$ cat config.mk
export PLATFORM = sky130hd
export DESIGN_NAME = dis_exec
export DESIGN_NICKNAME = d
export VERILOG_FILES = /design/src/dis_pkg.sv /design/src/dis_exec.sv
export VERILOG_INCLUDE_DIRS = /design/src /design/src/src
export SDC_FILE = /design/constraint.sdc
export NUM_CORES = 2
export LEC_CHECK = 0
export ABC_AREA = 0
export BUFFER_PORTS_ARGS = -buffer_cell sky130_fd_sc_hd__buf_4
export CORE_UTILIZATION = 53
export DETAILED_ROUTE_END_ITERATION = 10
export PLACE_DENSITY = 0.72
export SLEW_MARGIN = 15
export SYNTH_ARGS = -nofsm -noshare
export SYNTH_HDL_FRONTEND = slang
export SYNTH_SLANG_ARGS = --single-unit
$ cat constraint.sdc
create_clock -name clk -period 8.97 [get_ports clk]
set_input_delay 1.3455 -clock clk [delete_from_list [all_inputs] [get_ports clk]]
set_output_delay 1.3455 -clock clk [all_outputs]
set_load 0.01 [all_outputs]
$ cat src/dis_params.svh
/*
  timing-free constants for the instruction execute datapath.
  assumes inclusion by dis_pkg and the execute module only.
*/
`ifndef DIS_PARAMS_SVH
`define DIS_PARAMS_SVH
`define DIS_ACC_RESET    40'h00_0000_0000
`define DIS_PROD_RESET   16'h0000
`define DIS_PC_RESET     16'h0000
`define DIS_REG_RESET    16'h0000
`define DIS_LOOP_RESET   16'h0000
`define DIS_ACC_W        40
`define DIS_EXT_LSB      32
`define DIS_HI_LSB       16
`define DIS_NREGS        8
`define DIS_STACK_DEPTH  8
`define DIS_SHORT_W      6
`define DIS_FLAG_RESET   4'h0
`endif

$ cat src/dis_pkg.sv
/*
  types for the instruction execute datapath.
  assumes the params header defines all numeric constants.
*/
`include "dis_params.svh"
package dis_pkg;
  typedef enum logic [4:0] {
    OP_NOP          = 5'h00,
    OP_SUM          = 5'h01,
    OP_SUM_LITERAL  = 5'h02,
    OP_SUM_SIGNED_SHORT = 5'h03,
    OP_MASK         = 5'h04,
    OP_MASK_LITERAL = 5'h05,
    OP_MASK_UNSIGNED_SHORT = 5'h06,
    OP_JUMP_COND    = 5'h07,
    OP_CALL         = 5'h08,
    OP_HALT         = 5'h09,
    OP_LEADING_BIT_COUNT = 5'h0a,
    OP_ZERO_OUT     = 5'h0b,
    OP_ZERO_OUT_REG = 5'h0c,
    OP_COMPARE_OP   = 5'h0d,
    OP_INVERT_ACC   = 5'h0e,
    OP_PRODUCT_SUM  = 5'h0f,
    OP_PRODUCT_SUBTRACT = 5'h10,
    OP_PRODUCT_COMPARE  = 5'h11,
    OP_LOOP_BRANCH_NONZERO = 5'h12,
    OP_COUNT_DOWN_ACC = 5'h13,
    OP_COUNT_DOWN_REG = 5'h14,
    OP_COUNT_DOWN_MEM = 5'h15,
    OP_ABSOLUTE_VALUE = 5'h16
  } dis_op_t;

  typedef enum logic [2:0] {
    SRC_REG   = 3'h0,
    SRC_PTR   = 3'h1,
    SRC_DIR   = 3'h2,
    SRC_PROG  = 3'h3,
    SRC_CFG   = 3'h4
  } dis_src_t;

  typedef enum logic [1:0] {
    ST_RUN    = 2'h0,
    ST_HALTED = 2'h1
  } dis_state_t;

  // one instruction as issued by the sequencer, operands already fetched
  typedef struct packed {
    logic       valid;
    dis_op_t    op;
    dis_src_t   src;
    logic [2:0] reg_sel;
    logic [15:0] operand;
    logic [15:0] program_target;
    logic [5:0] short_literal;
    logic       use_carry;
    logic       cond_ok;
    logic       double_width;
    logic       update_product;
    logic       loop_sel;
  } dis_instr_t;

  // condition state: zero, negative, carry, overflow
  typedef struct packed {
    logic z;
    logic n;
    logic c;
    logic v;
  } dis_flags_t;

  typedef struct packed {
    logic        we;
    logic [15:0] data;
  } dis_mem_wr_t;

  typedef struct packed {
    dis_state_t  state;
    logic [39:0] acc;
    logic [15:0] product_upper;
    logic [15:0] product_lower;
    logic [15:0] pc;
    dis_flags_t  flags;
    logic [7:0][15:0] regs;
    logic [7:0][15:0] stack;
    logic [2:0]  sp;
    logic [1:0][15:0] loop_counters;
    logic [5:0]  lead_count;
    dis_mem_wr_t mem_wr;
  } dis_state_s_t;
endpackage
$ cat src/dis_exec.sv
/*
  execute stage of the fixed-point core: accumulator, product pair, pc,
  call stack, loop counters and the general registers.
  assumes the sequencer presents one decoded instruction per cycle with
  its memory or control operand already fetched, and writes memory back
  through mem_wr the next cycle.
*/
// Functional notes
// - register add into accumulator, optional carry
// - add takes memory, control, literal, short sources
// - mask ANDs source into upper word only
// - short mask literal is zero-extended
// - jump loads pc when condition holds
// - call pushes pc then jumps, conditional
// - halt stops execution for the debugger
// - count leading sign bits of accumulator
// - zero_out clears accumulator or a register
// - compare updates flags, accumulator untouched
// - invert accumulator bitwise on condition
// - product_sum adds product pair, may update
// - product_subtract subtracts product pair, may update
// - loop branch when selected counter nonzero
// - product_compare updates flags only
// - count_down decrements acc, register or memory
// - forty-bit accumulator: extension, upper, lower
// - words are two's-complement fractions
// - alu operand from source word or product
`timescale 1ns/1ns
`include "dis_params.svh"
module dis_exec #(
  parameter int NREGS       = `DIS_NREGS,
  parameter int STACK_DEPTH = `DIS_STACK_DEPTH
) (
  input  wire logic               clk,
  input  wire logic               rst,
  input  wire dis_pkg::dis_instr_t instr,
  input  wire logic               resume,
  output      logic [39:0]        acc,
  output      logic [15:0]        product_upper,
  output      logic [15:0]        product_lower,
  output      logic [15:0]        pc,
  output      dis_pkg::dis_flags_t flags,
  output      logic [5:0]         lead_count,
  output      logic [15:0]        reg_view,
  output      logic [31:0]        loop_view,
  output      dis_pkg::dis_mem_wr_t mem_wr,
  output      logic               halted,
  output      logic               instr_ready
);
  import dis_pkg::*;

  // the state struct is sized for eight registers and eight stack slots
  if (NREGS != 8 || STACK_DEPTH != 8) begin : g_bad_size
    $error("dis_exec supports eight registers and an eight-deep stack");
  end

  // the datapath slices assume a forty-bit frame with the word at bit 16
  if (`DIS_ACC_W != 40 || `DIS_EXT_LSB != 32 || `DIS_HI_LSB != 16
      || `DIS_SHORT_W != 6) begin : g_bad_frame
    $error("dis_exec is built for a forty-bit accumulator frame");
  end

  dis_state_s_t s_reg;
  dis_state_s_t s_next;

  // sign-extend a word into the forty-bit accumulator frame
  function automatic logic [39:0] ext_word(input logic [15:0] w);
    ext_word = {{8{w[15]}}, w, 16'h0000};
  endfunction

  function automatic logic [39:0] ext_dw(input logic [31:0] d);
    ext_dw = {{8{d[31]}}, d};
  endfunction

  // flags from a forty-bit result; carry out and overflow from the adder
  function automatic dis_flags_t mk_flags(input logic [40:0] r, input logic [39:0] a,
                                          input logic [39:0] b, input logic sub);
    dis_flags_t f;
    f.z = (r[39:0] == 40'h00_0000_0000);
    f.n = r[39];
    f.c = r[40];
    f.v = sub ? ((a[39] != b[39]) && (r[39] != a[39]))
              : ((a[39] == b[39]) && (r[39] != a[39]));
    mk_flags = f;
  endfunction

  logic [39:0] src_word;
  logic [39:0] prod_val;
  logic [40:0] sum_r;
  logic [40:0] diff_r;
  logic [39:0] dec_acc;
  logic [39:0] abs_acc;
  logic [5:0]  lbc;
  logic        running;
  logic        cond_op;

  assign running = (s_reg.state == ST_RUN);

  always_comb begin
    // operand chosen by source; register source reads the file
    src_word = (instr.src == SRC_REG) ? ext_word(s_reg.regs[instr.reg_sel])
                                      : ext_word(instr.operand);
    // literal forms never read the register file, whatever src says
    if (instr.op == OP_SUM_LITERAL || instr.op == OP_MASK_LITERAL) begin
      src_word = ext_word(instr.operand);
    end else if (instr.op == OP_SUM_SIGNED_SHORT) begin
      src_word = ext_word({{10{instr.short_literal[5]}}, instr.short_literal});
    end
  end

  // product pair joined as one double word
  assign prod_val = ext_dw({s_reg.product_upper, s_reg.product_lower});

  always_comb begin
    logic [39:0] b;
    logic        cin;
    b   = 40'h00_0000_0000;
    cin = 1'b0;
    case (instr.op)
      OP_PRODUCT_SUM, OP_PRODUCT_SUBTRACT, OP_PRODUCT_COMPARE: b = prod_val;
      default: b = src_word;
    endcase
    // the carry modifier belongs to the sum family only
    if (instr.op inside {OP_SUM, OP_SUM_LITERAL, OP_SUM_SIGNED_SHORT}) begin
      cin = instr.use_carry & s_reg.flags.c;
    end
    sum_r  = {1'b0, s_reg.acc} + {1'b0, b} + {40'h00_0000_0000, cin};
    diff_r = {1'b0, s_reg.acc} - {1'b0, b};
  end

  // single-width forms work on the upper word frame, double on whole acc
  always_comb begin
    logic [39:0] one;
    logic [23:0] upper_neg;
    one       = instr.double_width ? 40'h00_0000_0001 : 40'h00_0001_0000;
    upper_neg = 24'h00_0000 - s_reg.acc[39:16];
    dec_acc   = s_reg.acc - one;
    // the most negative value has no positive twin and comes back as is
    if (instr.double_width) begin
      abs_acc = s_reg.acc[39] ? (40'h00_0000_0000 - s_reg.acc) : s_reg.acc;
    end else begin
      abs_acc = s_reg.acc[39] ? {upper_neg, s_reg.acc[15:0]} : s_reg.acc;
    end
  end

  // bit i counts only while bits 38 down to i all match the sign bit
  logic [38:0] sign_run;
  assign sign_run[38] = (s_reg.acc[38] == s_reg.acc[39]);
  for (genvar i = 0; i < 38; i++) begin : g_lead
    assign sign_run[i] = sign_run[i+1] && (s_reg.acc[i] == s_reg.acc[39]);
  end

  always_comb begin
    lbc = 6'h00;
    for (int i = 0; i < 39; i++) begin
      lbc = lbc + {5'h00, sign_run[i]};
    end
  end

  // ops that carry a condition; every other op ignores cond_ok
  always_comb begin
    case (instr.op)
      OP_JUMP_COND, OP_CALL, OP_INVERT_ACC, OP_PRODUCT_SUM, OP_PRODUCT_SUBTRACT,
      OP_COUNT_DOWN_ACC, OP_COUNT_DOWN_REG, OP_COUNT_DOWN_MEM,
      OP_ABSOLUTE_VALUE: cond_op = 1'b1;
      default:           cond_op = 1'b0;
    endcase
  end

  always_comb begin
    logic go;
    s_next        = s_reg;
    s_next.mem_wr = '0;
    go = 1'b0;
    case (s_reg.state)
      ST_RUN: begin
        if (instr.valid) begin
          s_next.pc = s_reg.pc + 16'h0001;
          // conditional ops do nothing but advance when false
          go = !cond_op || instr.cond_ok;
          case (instr.op)
            OP_SUM, OP_SUM_LITERAL, OP_SUM_SIGNED_SHORT: begin
              s_next.acc   = sum_r[39:0];
              s_next.flags = mk_flags(sum_r, s_reg.acc, src_word, 1'b0);
            end
            OP_MASK, OP_MASK_LITERAL: begin
              s_next.acc[31:16] = s_reg.acc[31:16] & src_word[31:16];
            end
            OP_MASK_UNSIGNED_SHORT: begin
              s_next.acc[31:16] = s_reg.acc[31:16] & {10'h000, instr.short_literal};
            end
            OP_JUMP_COND: begin
              if (go) begin
                s_next.pc = instr.program_target;
              end
            end
            OP_CALL: begin
              if (go) begin
                // eight slots: a ninth nested call overwrites the oldest
                s_next.stack[s_reg.sp] = s_reg.pc;
                s_next.sp = s_reg.sp + 3'h1;
                s_next.pc = instr.program_target;
              end
            end
            OP_HALT: begin
              s_next.state = ST_HALTED;
              // pc holds so resume restarts at the halt's own address
              s_next.pc    = s_reg.pc;
            end
            OP_LEADING_BIT_COUNT: begin
              s_next.lead_count = lbc;
            end
            OP_ZERO_OUT: begin
              if (instr.double_width) begin
                s_next.acc = 40'h00_0000_0000;
              end else begin
                s_next.acc = {s_reg.acc[39:32], 32'h0000_0000};
                s_next.acc[39:32] = 8'h00;
              end
            end
            OP_ZERO_OUT_REG: begin
              s_next.regs[instr.reg_sel] = 16'h0000;
            end
            OP_COMPARE_OP: begin
              s_next.flags = mk_flags(diff_r, s_reg.acc, src_word, 1'b1);
            end
            OP_INVERT_ACC: begin
              if (go) begin
                s_next.acc = instr.double_width ? ~s_reg.acc
                           : {~s_reg.acc[39:16], s_reg.acc[15:0]};
              end
            end
            // product update squares the operand, a stand-in for the multiplier
            OP_PRODUCT_SUM: begin
              if (go) begin
                s_next.acc   = sum_r[39:0];
                s_next.flags = mk_flags(sum_r, s_reg.acc, prod_val, 1'b0);
                if (instr.update_product) begin
                  {s_next.product_upper, s_next.product_lower} = instr.operand * instr.operand;
                end
              end
            end
            OP_PRODUCT_SUBTRACT: begin
              if (go) begin
                s_next.acc   = diff_r[39:0];
                s_next.flags = mk_flags(diff_r, s_reg.acc, prod_val, 1'b1);
                if (instr.update_product) begin
                  {s_next.product_upper, s_next.product_lower} = instr.operand * instr.operand;
                end
              end
            end
            OP_PRODUCT_COMPARE: begin
              s_next.flags = mk_flags(diff_r, s_reg.acc, prod_val, 1'b1);
            end
            OP_LOOP_BRANCH_NONZERO: begin
              if (s_reg.loop_counters[instr.loop_sel] != 16'h0000) begin
                s_next.pc = instr.program_target;
                s_next.loop_counters[instr.loop_sel] =
                  s_reg.loop_counters[instr.loop_sel] - 16'h0001;
              end
            end
            OP_COUNT_DOWN_ACC: begin
              if (go) begin
                s_next.acc = dec_acc;
              end
            end
            OP_COUNT_DOWN_REG: begin
              if (go) begin
                s_next.regs[instr.reg_sel] = s_reg.regs[instr.reg_sel] - 16'h0001;
              end
            end
            OP_COUNT_DOWN_MEM: begin
              if (go) begin
                s_next.mem_wr.we   = 1'b1;
                s_next.mem_wr.data = instr.operand - 16'h0001;
              end
            end
            OP_ABSOLUTE_VALUE: begin
              if (go) begin
                s_next.acc = abs_acc;
              end
            end
            default: begin
              s_next.pc = s_reg.pc + 16'h0001;
            end
          endcase
        end
      end
      ST_HALTED: begin
        // frozen until the debugger lets go
        if (resume) begin
          s_next.state = ST_RUN;
        end
      end
      default: s_next.state = ST_RUN;
    endcase
  end

  always_ff @(posedge clk) begin
    if (rst) begin
      s_reg.state         <= ST_RUN;
      s_reg.acc           <= `DIS_ACC_RESET;
      s_reg.product_upper <= `DIS_PROD_RESET;
      s_reg.product_lower <= `DIS_PROD_RESET;
      s_reg.pc            <= `DIS_PC_RESET;
      s_reg.flags         <= `DIS_FLAG_RESET;
      // walk the file and stack so each slot takes its reset word
      for (int i = 0; i < 8; i++) begin
        s_reg.regs[i]  <= `DIS_REG_RESET;
        s_reg.stack[i] <= `DIS_REG_RESET;
      end
      s_reg.sp            <= 3'h0;
      for (int j = 0; j < 2; j++) begin
        s_reg.loop_counters[j] <= `DIS_LOOP_RESET;
      end
      s_reg.lead_count    <= 6'h00;
      s_reg.mem_wr        <= '0;
    end else begin
      s_reg <= s_next;
    end
  end

  assign acc           = s_reg.acc;
  assign product_upper = s_reg.product_upper;
  assign product_lower = s_reg.product_lower;
  assign pc            = s_reg.pc;
  assign flags         = s_reg.flags;
  assign lead_count    = s_reg.lead_count;
  // read follows reg_sel in the same cycle, no register in between
  assign reg_view      = s_reg.regs[instr.reg_sel];
  assign loop_view     = {s_reg.loop_counters[1], s_reg.loop_counters[0]};
  assign mem_wr        = s_reg.mem_wr;
  assign halted        = ~running;
  // sequencer must hold issue while halted
  assign instr_ready   = running;
endmodule

Word-level counts from Yosys, hierarchy flattened --
Memories as Yosys holds them, arrays and structs flattened. Index checks and enable logic that the tools add are counted.
Word-level totals: register bits 408, memory bits (read-only) 32, bits of input ports 58, output and inout port bits 165, memories kept 1
Memories:
- (no name shown) | depth 32, width 1, rd ports 1, clocked after memory_dff 0, wr ports 0, line dis_exec.sv:162 | case (instr.op)
Cells by class: add/sub/neg operators 49, multiply operators 1, order comparisons 6, equality and inequality tests 80, multiplexer cells 52, bitwise logic cells 12, reduce and logical (&&, ||, !) cells 77
Operator list (count):
- 40-bit 2-to-1 mux | 11
- 408-bit 2-to-1 mux | 1
- 131-bit 2-to-1 mux | 2
- 128-bit bitwise mux | 2
- 128-bit case mux with 2 select lines | 1
- 6-bit by 1-bit adder with 6-bit output | 33
- 72-bit 2-to-1 mux | 2
- 16-bit case mux with 9 select lines | 1
- 128-bit bitwise AND | 1
- 128-bit 2-to-1 mux | 1
- 16-bit 2-to-1 mux | 8
- 128-bit NOT | 1
- 16-bit case mux with 7 select lines | 1
- 16-bit demux with 3-bit select | 2
- 32-bit 2-to-1 mux | 3
- 40-bit zero test | 2
- 32-bit case mux with 2 select lines | 1
- 8-bit case mux with 7 select lines | 1
- 17-bit 2-to-1 mux | 3
- 16-bit binary-select mux with 3-bit select | 1
- 16-bit case mux with 3 select lines | 1
- 16-bit by 1-bit subtractor with 16-bit output, second input constant | 3
- 1-bit logical AND | 45
- 40-bit by 40-bit adder with 41-bit output | 1
- 61 further kinds | 149

Longest topological paths before layout --
word-level depth 80, mapped depth 35

Least setup slack after synthesis --
No wires, ideal clock.
path type register -> register, from reg acc[38] (netlist name), to reg lead_count[4] (netlist name), setup time 0.128 ns, data arrival time 7.979 ns, path slack 0.864 ns, stages on the path, launching flop included 34, period minus slack after synthesis 8.106 ns, cell sequence dfxtp_1 clkbuf_1 or3_1 or4_1 o21ai_0 nand2_1 inv_1 and3_1 o21a_1 nand3_1 inv_1 o21a_1 o21ai_0 nand2b_1 fa_1 fa_1 inv_1 fa_1 inv_1 fa_1 inv_1 fa_1 fa_1 inv_1 fa_1 fa_1 inv_1 fa_1 a21o_1 a21oi_1 xor2_1 nor2_1 a21oi_1 nor2_1
Between the ends: cells in the longest elaborated chain, start to end 77
Ends and longest elaborated chain:
- 1-bit == test * | line dis_exec.sv:148 | assign sign_run[38] = (s_reg.acc[38] == s_reg.acc[39]);
- 1-bit logical AND (38 in series) | line dis_exec.sv:150 | assign sign_run[i] = sign_run[i+1] && (s_reg.acc[i] == s_reg.acc[39]);
- 1-bit by 1-bit adder with 2-bit output | line dis_exec.sv:156 | lbc = lbc + {5'h00, sign_run[i]};
- 2-bit by 1-bit adder with 3-bit output | line dis_exec.sv:156
- 3-bit by 1-bit adder with 4-bit output | line dis_exec.sv:156
- 4-bit by 1-bit adder with 5-bit output | line dis_exec.sv:156
- 5-bit by 1-bit adder with 6-bit output | line dis_exec.sv:156
- 6-bit by 1-bit adder with 6-bit output (32 in series) | line dis_exec.sv:156
- 6-bit by 1-bit adder with 6-bit output * | line dis_exec.sv:156
Every way passes the cells marked *; elsewhere a longest branch is shown, timed or not. A chain may end at the register's enable or synchronous reset.

Worst setup path in the final report --
from reg acc[38] (netlist name), to reg lead_count[4] (netlist name)
Between the ends: cells in the longest elaborated chain, start to end 77
Ends and longest elaborated chain (line):
- 1-bit == test * | dis_exec.sv:148
- 1-bit logical AND (38 in series) | dis_exec.sv:150
- 1-bit by 1-bit adder with 2-bit output | dis_exec.sv:156
- 2-bit by 1-bit adder with 3-bit output | dis_exec.sv:156
- 3-bit by 1-bit adder with 4-bit output | dis_exec.sv:156
- 4-bit by 1-bit adder with 5-bit output | dis_exec.sv:156
- 5-bit by 1-bit adder with 6-bit output | dis_exec.sv:156
- 6-bit by 1-bit adder with 6-bit output (32 in series) | dis_exec.sv:156
- 6-bit by 1-bit adder with 6-bit output * | dis_exec.sv:156
Marks and branches as above.

==> metrics.txt <==
GRT Overall Usage=0.348; initial DRC count=~3300; maximum vdd drop=0.000648 V; clk sink count=276; fin. max-slew vios=0; Bufs on Longest Clock Path=3; normalized max-slew margin=0.147; Synth async-reset ratio=0; FILL cells=5273; Final nets=about 4400; Min-Delay Path Class=register to register; Largest register FFs=129; worst hold margin=450 ps; commonest non-fill, non-tap cell in the layout=nand2_1; Die X-Extent=241 um; Clk Latency, worst-skew pair=between 500 and 600 ps; final hold violation count=0; dpl hpwl=76200 um; Starting Density=0.538; ANT nets after route=0; R2R cell count=32; xor-xnor portion of the synthesized cell area=0.0499; synthesized area=around 30000 um2; first-pass GRT wire length=158000 um; Yosys warning count=0; Worst path max stage delay=about 560 ps; die height=241 um; dpl cell area=31500 um2; Clock Tree Root=clkbuf_16; via count=approximately 29000; die area=58300 um2; share of cells above drive strength 1=0.111; power per cell area=277 nW/um2; Worst Path Class, Setup=register to register; Stages on worst setup path=32; ANT cells=0; clock buffer count from CTS=37; post-synthesis simple-gate area fraction=0.218; outcome=finished clean; Net Count, Synth=4449; Core Util, Final=0.581; Top FF cell, synth=dfxtp_1; Buf/Inv on CP=7; area leader, netlist=dfxtp_1; Hold Crit Depth=2; number of distinct library cells after synthesis=92; worst slew pin tran=between 1000 and 1500 ps; CTS H-tree depth=2; largest family of logic cells by synthesized area=simple AND/OR/NAND/NOR gates; setup bufs post-CTS=0; std cell rows=87; Synth Area in Compound Gates=0.194; adder-cell share of the synthesized area=0.216; area of the multi-input gates=roughly 22000 um2; type of destination of the critical path=register; port bufs=222; Seq. cell area=5530 um2; most frequent cells in the layout=550 x nand2_1, 359 x a21oi_1, 338 x nor2_1, 314 x inv_1, 282 x buf_4; Tmin final=8450 ps; Mapped Cells=3983; core area=approximately 56000 um2; Worst Path Arrival=around 8900 ps; slowest CP cell=fa_1; post-synth top area share=0.182; GP Congestion=roughly 1; mux contribution to synthesized area=0.0335; post-synthesis register bit count=approximately 280; # hold bufs at CTS=0; Worst path top cell family by delay=adder cells; Final Cycle Share=0.943; post-cts sizing count=0; Setup TNS=0 ps; LEAKAGE=14.6 nW; synth top area cells=dfxtp_1 18%, fa_1 13%, ha_1 8.7%; wire length per cell=21.8 um; drt drc=0; I/O Pins=between 200 and 250; Seq/Total Area, Yosys=0.182; clock slew at reported path FFs=~60 ps; final number of setup-violating endpoints=0; Syn Area/Cell=7.63 um2; WP data required=9400 ps; RSZ-0062 raised after global routing=false; max cap viols=0; fin area=32800 um2; fmax=~120 MHz; initial antenna violation count=0; TritonCTS clock tree=yes; area growth from synthesis to layout=7.98%; Post-synth EDFFs=0; CP Max Fanout=5; number of global-route vias before repair=approximately 27000; Top cell by count, worst path=fa_1; DR vias/cell=approximately 6.2; DRT Pass-1 Iters=6; GRT overflow=0; Worst Skew=~24 ps; routed wire length=between 100000 and 150000 um; pin count of the biggest net entering global routing=89; crit start category=register
cells in the mapped netlist, drive strengths merged, types with 26 or more instances:
cell / n
buf: 180
a22oi: 55
inv: 315
o22ai: 27
xor2: 53
ha: 212
a31oi: 31
nor4: 37
nand3: 72
nor3: 117
nand2: 550
clkbuf: 201
nor2: 340
o21ai: 127
a21o: 32
dfxtp: 276
nand2b: 31
nor2b: 27
xnor2: 120
fa: 196
and2: 81
and3: 46
mux2i: 50
a211oi: 26
or3: 33
a21oi: 361
worst reg2reg max path: cells and delay by family (launching register included):
kind,cells,cell delay [ps]
buf+inv,7,520
xor+xnor,1,150
fa+ha+maj,9,4260
simple gates,8,1710
flops,1,310
compound gates,7,1330
kinds of logic (layout without fill, tap and decap cells):
| logic type | Yosys count | count (layout) |
|---|---|---|
| fa+ha+maj | 408 | 408 |
| flops | 276 | 276 |
| xor+xnor | 173 | 173 |
| mux | 80 | 80 |
| simple gates | 1433 | 1433 |
| buf+inv | 703 | 673 |
| compound gates | 910 | 910 |
power breakdown:
group / switching [mW] / total, mW / leakage (nW) / internal (mW)
Combinational: 3.48 / 6.18 / 11.7 / 2.71
Clock: 0.660 / 1.60 / 0.654 / 0.941
Sequential: 0.0523 / 1.31 / 2.23 / 1.26
Total: 4.19 / 9.09 / 14.6 / 4.90
final cells by class:
type,count,share of cell area
Tap cell,756,0.0288
Sequential cell,276,0.168
Clock buffer,54,0.0341
Timing Repair Buffer,283,0.0650
Clock inverter,14,0.00626
Inverter,322,0.0368
Multi-Input combinational cell,3004,0.661
layer usage:
| layer | share of wire | track usage | up-vias | wire, um |
|---|---|---|---|---|
| met5 | 0 | 0 | - | 0 |
| met4 | 0.041 | 0.138 | 0 | 4170 |
| met3 | 0.095 | 0.0648 | 261 | 9720 |
| met2 | 0.45 | 0.543 | 1506 | 45700 |
| met1 | 0.42 | 0.475 | 13844 | 42900 |
| li1 | - | - | 13426 | - |
worst paths after layout:
kind	from	end	slack (ps)
max	acc[38]	lead_count[4]	520
min	s_reg[308]	s_reg[308]	450
max reg2reg	acc[38]	lead_count[4]	520
min reg2reg	s_reg[308]	s_reg[308]	450
through the flow:
stage	total power [mW]	std cells	setup slack (ps)
after global routing	9.97	4709	43.8
after CTS	9.11	4709	487
after global placement	7.35	4641	613
final	9.09	4709	516
after detailed placement	7.45	4641	488
after floorplan	6.13	3983	864
No activity file was read; power rests on OpenSTA's default activity.
